==> src/logic/acc_sar.sv <==
package acc_pkg;
    // ==========================================================
    // register map, byte offsets on the bus
    localparam logic [7:0] ACC_OFS_CTRL = 8'h00;
    localparam logic [7:0] ACC_OFS_TIME = 8'h04;
    localparam logic [7:0] ACC_OFS_CONV = 8'h08;
    localparam logic [7:0] ACC_OFS_RES = 8'h0c;
    localparam logic [7:0] ACC_OFS_STAT = 8'h10;
    localparam logic [7:0] ACC_OFS_MASK = 8'h14;
    localparam logic [7:0] ACC_OFS_CSUM = 8'h18;
    // ==========================================================
    // adc_calibration_control fields
    localparam int ACC_BUSY_BIT = 7;
    localparam int ACC_AVG_LO_BIT = 4;
    localparam int ACC_TYPE_BIT = 1;
    localparam int ACC_START_BIT = 0;
    localparam logic [7:0] ACC_CTRL_RST = 8'h00;
    localparam logic [7:0] ACC_CTRL_WMASK = 8'h7f;
    // ==========================================================
    // timing register: [1:0] acquisition clocks - 1, [7:4] divider
    localparam int ACC_ACQ_LO_BIT = 0;
    localparam int ACC_DIV_LO_BIT = 4;
    localparam logic [1:0] ACC_ACQ_RST = 2'h2;
    localparam logic [3:0] ACC_DIV_RST = 4'h0;
    // ==========================================================
    // averaging counts for codes 00, 01, 10, 11
    localparam logic [5:0] ACC_AVG_00 = 6'h0f;
    localparam logic [5:0] ACC_AVG_01 = 6'h01;
    localparam logic [5:0] ACC_AVG_10 = 6'h1f;
    localparam logic [5:0] ACC_AVG_11 = 6'h3f;
    // ==========================================================
    // widths and event bits
    localparam int ACC_RES_W = 12;
    localparam int ACC_SUM_W = 18;
    localparam int ACC_EV_CONV = 0;
    localparam int ACC_EV_CAL = 1;
endpackage : acc_pkg

module acc_sar import acc_pkg::*; (
    input wire logic clk_i,
    input wire logic rst_i,
    input wire logic go_i,
    input wire logic tick_i,
    input wire logic comp_i,
    output logic [ACC_RES_W-1:0] code_o,
    output logic done_o
);
    typedef struct packed {
        logic active;
        logic [3:0] idx;
        logic [ACC_RES_W-1:0] code;
        logic done;
    } acc_sar_type;

    acc_sar_type s_q;
    acc_sar_type s_d;

    always_comb begin
        s_d = s_q;
        s_d.done = 1'b0;
        if (go_i) begin
            s_d.active = 1'b1;
            s_d.idx = 4'(ACC_RES_W - 1);
            s_d.code = '0;
            s_d.code[ACC_RES_W-1] = 1'b1;
        end else if (s_q.active && tick_i) begin
            // comparator high: input still above the trial level
            if (!comp_i) begin
                s_d.code[s_q.idx] = 1'b0;
            end
            if (s_q.idx == 4'h0) begin
                s_d.active = 1'b0;
                s_d.done = 1'b1;
            end else begin
                s_d.idx = s_q.idx - 4'h1;
                s_d.code[s_q.idx - 4'h1] = 1'b1;
            end
        end
    end

    always_ff @(posedge clk_i) begin
        if (rst_i) begin
            s_q <= '0;
        end else begin
            s_q <= s_d;
        end
    end

    assign code_o = s_q.code;
    assign done_o = s_q.done;
endmodule : acc_sar

==> src/logic/acc_core.sv <==
// What this block does
// - type bit: 0 offset, 1 gain calibration
// - start bit launches selected calibration cycle
// - hardware clears start bit when calibration ends
// - conversion: track phase, then hold with approximation
// - final approximation code latched as result
// - acquisition and conversion timing set by software
// - busy bit 7 high during any operation
// - bits 5:4 pick 15, 1, 31, 63 readings for a calibration
module acc_core import acc_pkg::*; (
    input wire logic clk_i,
    input wire logic rst_i,
    input wire logic cyc_i,
    input wire logic stb_i,
    input wire logic we_i,
    input wire logic [7:0] adr_i,
    input wire logic [3:0] sel_i,
    input wire logic [31:0] dat_i,
    output logic [31:0] dat_o,
    output logic ack_o,
    output logic irq_o,
    input wire logic comp_i,
    output logic track_o,
    output logic cal_zero_o,
    output logic cal_full_o,
    output logic [ACC_RES_W-1:0] dac_code_o
);
    typedef enum logic [2:0] {
        ST_IDLE, ST_SYNC, ST_ACQ, ST_CONV
    } acc_state_type;

    typedef struct packed {
        acc_state_type st;
        logic [7:0] ctrl;
        logic [1:0] acq_sel;
        logic [3:0] div_sel;
        logic [5:0] tick_cnt;
        logic tick;
        logic [1:0] acq_cnt;
        logic cal_mode;
        logic [5:0] avg_left;
        logic [ACC_SUM_W-1:0] sum;
        logic [ACC_SUM_W-1:0] cal_sum;
        logic [ACC_RES_W-1:0] result;
        logic [1:0] stat;
        logic [1:0] mask;
        logic irq;
        logic ack;
        logic [31:0] dat;
        logic track;
        logic cal_zero;
        logic cal_full;
        logic sar_go;
        logic comp_s1;
        logic comp_s2;
    } acc_core_type;

    acc_core_type s_q;
    acc_core_type s_d;
    logic [ACC_RES_W-1:0] sar_code;
    logic sar_done;

    function automatic logic [5:0] avg_count(input logic [1:0] sel);
        logic [5:0] n;
        unique case (sel)
            2'b00: n = ACC_AVG_00;
            2'b01: n = ACC_AVG_01;
            2'b10: n = ACC_AVG_10;
            2'b11: n = ACC_AVG_11;
        endcase
        return n;
    endfunction : avg_count

    acc_sar u_sar (
        .clk_i(clk_i),
        .rst_i(rst_i),
        // first trial loads at the edge tracking ends, so the synchroniser
        // has a full adc clock before the first decision
        .go_i(s_d.sar_go),
        .tick_i(s_q.tick),
        .comp_i(s_q.comp_s2),
        .code_o(sar_code),
        .done_o(sar_done)
    );

    always_comb begin
        logic req;
        logic wr;
        logic [1:0] ev;
        logic [1:0] clr;
        logic start_cal;
        logic start_conv;
        req = cyc_i && stb_i && !s_q.ack;
        wr = req && we_i && sel_i[0];
        ev = 2'b00;
        clr = 2'b00;
        start_cal = 1'b0;
        start_conv = 1'b0;
        s_d = s_q;
        s_d.comp_s1 = comp_i;
        s_d.comp_s2 = s_q.comp_s1;
        s_d.sar_go = 1'b0;
        // ======================================================
        // bus slave: one wait state, unmapped reads return zero
        s_d.ack = req;
        s_d.dat = '0;
        if (req && !we_i) begin
            unique case (adr_i)
                ACC_OFS_CTRL: s_d.dat = {24'h0, s_q.ctrl};
                ACC_OFS_TIME: s_d.dat = {24'h0, s_q.div_sel, 2'b00,
                    s_q.acq_sel};
                ACC_OFS_RES: s_d.dat = {20'h0, s_q.result};
                ACC_OFS_STAT: s_d.dat = {30'h0, s_q.stat};
                ACC_OFS_MASK: s_d.dat = {30'h0, s_q.mask};
                ACC_OFS_CSUM: s_d.dat = {14'h0, s_q.cal_sum};
                default: s_d.dat = '0;
            endcase
        end
        if (wr) begin
            unique case (adr_i)
                ACC_OFS_CTRL: begin
                    // busy is read-only; a start while busy is dropped
                    if (s_q.st == ST_IDLE) begin
                        s_d.ctrl = (dat_i[7:0] & ACC_CTRL_WMASK);
                        start_cal = dat_i[ACC_START_BIT];
                    end
                end
                ACC_OFS_TIME: begin
                    s_d.acq_sel = dat_i[ACC_ACQ_LO_BIT +: 2];
                    s_d.div_sel = dat_i[ACC_DIV_LO_BIT +: 4];
                end
                ACC_OFS_CONV: start_conv = dat_i[0] && (s_q.st == ST_IDLE);
                ACC_OFS_STAT: clr = dat_i[1:0];
                ACC_OFS_MASK: s_d.mask = dat_i[1:0];
                default: ;
            endcase
        end
        // ======================================================
        // adc clock: one tick every (div_sel+1)*4 system clocks,
        // so the synchronised comparator has settled at each tick
        s_d.tick = 1'b0;
        if (s_q.st == ST_IDLE) begin
            s_d.tick_cnt = '0;
        end else if (s_q.tick_cnt == {s_q.div_sel, 2'b11}) begin
            s_d.tick_cnt = '0;
            s_d.tick = 1'b1;
        end else begin
            s_d.tick_cnt = s_q.tick_cnt + 6'h1;
        end
        // ======================================================
        // sequencer
        unique case (s_q.st)
            ST_IDLE: begin
                if (start_cal || start_conv) begin
                    s_d.st = ST_SYNC;
                    s_d.cal_mode = start_cal;
                    s_d.ctrl[ACC_BUSY_BIT] = 1'b1;
                    s_d.avg_left = start_conv ? 6'h01 :
                        avg_count(dat_i[ACC_AVG_LO_BIT +: 2]);
                    s_d.sum = '0;
                    // calibration input: ground or full reference
                    s_d.cal_zero = start_cal &&
                        !dat_i[ACC_TYPE_BIT];
                    s_d.cal_full = start_cal &&
                        dat_i[ACC_TYPE_BIT];
                end
            end
            ST_SYNC: begin
                if (s_q.tick) begin
                    s_d.st = ST_ACQ;
                    s_d.track = 1'b1;
                    s_d.acq_cnt = s_q.acq_sel;
                end
            end
            ST_ACQ: begin
                if (s_q.tick) begin
                    if (s_q.acq_cnt == 2'h0) begin
                        s_d.st = ST_CONV;
                        s_d.track = 1'b0;
                        s_d.sar_go = 1'b1;
                    end else begin
                        s_d.acq_cnt = s_q.acq_cnt - 2'h1;
                    end
                end
            end
            ST_CONV: begin
                if (sar_done) begin
                    s_d.result = sar_code;
                    s_d.sum = s_q.sum + ACC_SUM_W'(sar_code);
                    if (s_q.avg_left == 6'h01) begin
                        s_d.st = ST_IDLE;
                        s_d.ctrl[ACC_BUSY_BIT] = 1'b0;
                        s_d.cal_zero = 1'b0;
                        s_d.cal_full = 1'b0;
                        if (s_q.cal_mode) begin
                            s_d.ctrl[ACC_START_BIT] = 1'b0;
                            s_d.cal_sum = s_q.sum + ACC_SUM_W'(sar_code);
                            ev[ACC_EV_CAL] = 1'b1;
                        end else begin
                            ev[ACC_EV_CONV] = 1'b1;
                        end
                    end else begin
                        s_d.avg_left = s_q.avg_left - 6'h1;
                        s_d.st = ST_SYNC;
                    end
                end
            end
        endcase
        // set wins over a write-one clear in the same cycle
        s_d.stat = (s_q.stat & ~clr) | ev;
        s_d.irq = |(s_d.stat & s_d.mask);
    end

    always_ff @(posedge clk_i) begin
        if (rst_i) begin
            s_q <= '{st: ST_IDLE, ctrl: ACC_CTRL_RST, acq_sel: ACC_ACQ_RST,
                div_sel: ACC_DIV_RST, default: '0};
        end else begin
            s_q <= s_d;
        end
    end

    assign dat_o = s_q.dat;
    assign ack_o = s_q.ack;
    assign irq_o = s_q.irq;
    assign track_o = s_q.track;
    assign cal_zero_o = s_q.cal_zero;
    assign cal_full_o = s_q.cal_full;
    // trial code leaves straight from the approximation register: an extra
    // stage here would eat the comparator's settling margin at div 0
    assign dac_code_o = sar_code;

    // ==========================================================
    // checks
    a_busy_state: assert property (@(posedge clk_i)
        disable iff (rst_i)
        s_q.ctrl[ACC_BUSY_BIT] == (s_q.st != ST_IDLE))
        else $error("busy flag disagrees with sequencer");
    a_start_cleared: assert property (@(posedge clk_i)
        disable iff (rst_i)
        $fell(s_q.ctrl[ACC_BUSY_BIT]) && s_q.cal_mode
        |-> !s_q.ctrl[ACC_START_BIT] && s_q.stat[ACC_EV_CAL])
        else $error("start bit not cleared after calibration");
    a_track_phase: assert property (@(posedge clk_i)
        disable iff (rst_i)
        s_q.track == (s_q.st == ST_ACQ))
        else $error("track output outside acquisition");
    a_hold_after: assert property (@(posedge clk_i)
        disable iff (rst_i)
        s_q.sar_go |-> $past(s_q.st) == ST_ACQ && !s_q.track)
        else $error("approximation started without tracking");
    a_result_latch: assert property (@(posedge clk_i)
        disable iff (rst_i)
        sar_done && s_q.st == ST_CONV |=> s_q.result == $past(sar_code))
        else $error("result not latched from approximation");
    a_cal_select: assert property (@(posedge clk_i)
        disable iff (rst_i)
        s_q.cal_zero |-> !s_q.ctrl[ACC_TYPE_BIT] && !s_q.cal_full
            && s_q.cal_mode)
        else $error("offset select with gain type");
    a_avg_count: assert property (@(posedge clk_i)
        disable iff (rst_i)
        $rose(s_q.ctrl[ACC_BUSY_BIT]) && s_q.cal_mode
        |-> s_q.avg_left == avg_count(s_q.ctrl[ACC_AVG_LO_BIT +: 2]))
        else $error("averaging count does not match field");
    a_acq_length: assert property (@(posedge clk_i)
        disable iff (rst_i)
        $rose(s_q.track) |-> s_q.acq_cnt == s_q.acq_sel)
        else $error("acquisition length not from timing register");
    a_irq_level: assert property (@(posedge clk_i) disable iff (rst_i)
        s_q.irq == |(s_q.stat & s_q.mask))
        else $error("interrupt level wrong");
endmodule : acc_core

==> config.mk <==
export PLATFORM = sky130hd
export DESIGN_NAME = acc_core
export DESIGN_NICKNAME = d
export VERILOG_FILES = /design/src/logic/acc_sar.sv /design/src/logic/acc_core.sv
export SDC_FILE = /design/constraint.sdc
export NUM_CORES = 1
export LEC_CHECK = 0
export ABC_AREA = 1
export BUFFER_PORTS_ARGS = -buffer_cell sky130_fd_sc_hd__buf_2
export CORE_AREA = 3 3 112 114
export DETAILED_ROUTE_END_ITERATION = 10
export DIE_AREA = 0 0 115 117
export PLACE_DENSITY = 0.78
export SYNTH_ARGS = -nofsm -noshare
export SYNTH_HDL_FRONTEND = slang
export SYNTH_SLANG_ARGS = --single-unit
==> constraint.sdc <==
create_clock -name clk_i -period 2.3 [get_ports clk_i]
set_input_delay 0.115 -clock clk_i [delete_from_list [all_inputs] [get_ports clk_i]]
set_output_delay 0.115 -clock clk_i [all_outputs]
set_load 0.05 [all_outputs]
==> key figures <==
Timing
  – Final period utilization: 89.1%
  – Setup TNS: 0 ns
  – RSZ-0062 raised after global routing: false
  – Worst Max-Slew Pin Slew: about 0.73 ns
  – Final setup viols: 0
  – FMAX: between 0.4 and 0.5 GHz
  – Post-route minimum period: between 2 and 2.5 ns
  – Slew Viols, Final: 0
  – Clk_skew: approximately 0.0056 ns
  – Setup WS post-layout: about 0.25 ns
  – Slew HR: a little over 50%
  – Fin. Hold Viols: 0

Route
  – DRC Markers: 0
  – Antenna-violating nets left: 0
  – DR vias: 5911
  – Vias per cell: 5.22
  – Post-DR wirelength/cell: approximately 14 um
  – DRT Wirelength: 15.6 mm
  – DRT iter0 DRCs: about 590
  – Drt first pass iters: 5

GRT
  – Initial antenna violation count: 0
  – GRT Overall Usage: about a quarter
  – Grt total ovfl: 0
  – Largest net degree at the start of global routing: 48
  – Global-route wire length before repair: between 20 and 30 mm
  – Vias in the first global route: around 5300

Worst setup path
  – Largest fanout on the critical path: 4
  – Reg-to-reg startpoint: u_sar.code_o[0]$_SDFFE_PP0P_
  – Worst Path Arrival: between 2 and 2.5 ns
  – Worst Setup SP: u_sar.code_o[0]$_SDFFE_PP0P_
  – Startpoint Class: flip-flop
  – Worst R2R Setup Slack: between 0.2 and 0.3 ns
  – R2R Path End: s_q[84]$_SDFFE_PP0P_
  – Worst EP required: 2.59 ns
  – Kind of critical path: flip-flop to flip-flop
  – R2R cell count: 12
  – Crit path to: s_q[84]$_SDFFE_PP0P_
  – Crit. End Element: flip-flop

Clock network
  – Clock sinks: roughly 130
  – Reg clk slew, reported paths: ~0.060 ns
  – H-tree depth: 4
  – Clk_lat worst skew: around 0.42 ns
  – Root Buffer: clkbuf_16
  – CTS Buffer Depth: 2
  – TritonCTS clock tree: done
  – Post-CTS sizing: 0
  – Num CTS Buffers: 17

Final layout
  – Register Area: 2540 um2
  – Area of the multi-input gates: about 3100 um2
  – Diodes inserted: 0
  – Share of cells above drive strength 1: 12.4%
  – Fill count: roughly 1000
  – P&R area growth vs syn: 13.5%
  – Nets: between 1000 and 1500

Synth
  – Multiplexer share of the synthesized area: 0%
  – Area leader, netlist: dfxtp_1
  – Main area contributors after synthesis: dfxtp_1 (39%), nand2_1 (12%), inv_1 (7.1%), nor2_1 (6.5%), a21oi_1 (6.3%)
  – Seq cells post-synth: roughly 130
  – Post-synthesis sequential area ratio: between 30% and 40%
  – Count leader, synth: nand2_1
  – Synth Area in Compound Gates: between 10% and 20%
  – Post-synth ARST share: 0%
  – Commonest cells post-synth: nand2_1 (201), dfxtp_1 (127), inv_1 (124), nor2_1 (114), a21oi_1 (83)
  – Netlist Area Pre-Place: 6540 um2
  – Largest family of logic cells by synthesized area: simple AND/OR/NAND/NOR gates
  – Post-synth top flop: dfxtp_1
  – Synth Area in Simple Gates: roughly a quarter
  – XOR/XNOR share of the synthesized area: 1.61%
  – Syn Inst Count: just over 900
  – Post-synth EDFFs: 0
  – Adder-Cell Fraction of Synth Area: under 10%
  – Synth cell types: 44
  – Yosys warning total: 0
  – Mean post-synth cell area: about 7 um2
  – Synth top area share: around two fifths

Pwr
  – Final total power: around 5100 uW
  – Clock Power Share: 53.8%
  – Reg power frac: around 43%
  – Peak VDD IR: 0.413 mV
  – Internal: 3960 uW
  – Cell Pwr Density: a little under 700 nW/um2
  – Sw Ratio: ~23%
  – P_sw: approximately 1200 uW
  – Gate power share: under 10%
  – P_leak: approximately 0.0033 uW

Place
  – Buffers on Ports: between 50 and 60
  – Final Wtd Congestion: 0.940
  – HPWL after DPL: between 10 and 15 mm
  – Placement Setup Slack: roughly 0.34 ns

Floorplan
  – Io pins: about 100
  – Initial core utilization: between 50% and 60%
  – Die Ht: roughly 120 um
  – Die W: ~120 um
  – Cell row count: 39
  – Die area: ~13000 um2
  – Core area: about 12000 um2

Job
  – Maxcap violations: 0

Min path
  – Min-delay worst type: primary input to flip-flop
  – Hold depth: 3

Run status
  – Status: finished, final reports clean
kinds of logic after synthesis:
family                   count (synthesis)
buffers and inverters                  195
AND/OR/NAND/NOR                        394
adder cells (fa/ha/maj)                 22
flip-flops                             127
XOR/XNOR                                12
AO/OA/AOI/OAI                          180
other                                    1
stage by stage:
step	hold slack (ns)	area [um2]	instances	util [%]
5_1_grt	0.0393	7420	1132	64.5
3_5_place_dp	0.329	6720	1091	58.4
2_1_floorplan	0.222	6590	944	-
3_3_place_gp	0.323	6720	1091	58.4
6_report	0.0201	7420	1132	64.5
4_1_cts	0.00118	7420	1132	64.5
cell type report:
class / count / share of cell area (%)
Timing Repair Buffer: 79 / 6.37
Multi-Input combinational cell: 622 / 42.2
Tap cell: 143 / 2.41
Clock buffer: 18 / 5.78
Inverter: 129 / 6.54
Clock inverter: 14 / 2.44
Sequential cell: 127 / 34.2
per-layer routing:
metal	part of all wire [%]	GRT usage (%)	up-vias	wire length, um
li1	-	-	3020	-
met1	47	33.9	2642	7370
met2	43	35.8	219	6620
met3	7.7	4.99	30	1200
met4	2.4	10.2	0	369
met5	0	0	-	0
layout by cell type, fill, tap and decap left out, drive strengths merged, types with 4 or more instances in the layout:
cell and count:
o211ai 8, clkbuf 18, xor2 9, a211oi 8, nor3 14, clkinvlp 4, nand4 7, a21oi 86
clkinv 5, ha 21, buf 70, inv 131, nand3 46, dfxtp 127, conb 14, o22ai 7
o21ai 62, nand2 203, nor2 119, dlygate4sd3 9
sequential cells by signal, summed over array words and instances (netlist names), 5 cells and up:
| signal | count |
|---|---|
| u_sar.s_q | 5 |
| u_sar.code_o | 12 |
| s_q | 85 |
| dat_o | 18 |
what timing repair did:
action / CTS / global route
hold buffers: 9 / 0
endpoints found under the hold margin: 8 / 0
setup buffers: 0 / 0
power groups by stage:
stage	Clock (uW)	Sequential [uW]	Combinational [uW]
finish	2760	2200	169
global route	2900	2200	182
CTS	2790	2200	167
detailed placement	0	2250	155
global placement	0	2250	154
floorplan	0	2250	126
critical path, cell delays in order, from the launching register on:
cell      delay [ns]
dfxtp_1         0.33
ha_1            0.27
fa_1            0.41
nand3_1         0.09
nand2_1         0.12
nand2_1         0.11
nand2_1         0.11
nand2_1         0.10
nand3b_1        0.07
nand2_1         0.13
nor2_1          0.05
nor2_1          0.09
nor2_1          0.04
worst min path at each step:
stage                  start                    end  slack [ns]
floorplan             comp_i      s_d[0]$_SDFF_PP0_        0.22
global placement      comp_i      s_d[0]$_SDFF_PP0_        0.32
detailed placement    comp_i      s_d[0]$_SDFF_PP0_        0.33
CTS                 dat_i[2]  s_q[116]$_SDFFE_PP0P_       0.001
global route        dat_i[2]  s_q[116]$_SDFFE_PP0P_        0.04
finish              dat_i[2]  s_q[116]$_SDFFE_PP0P_        0.02
(Power assumes the default switching activity.)
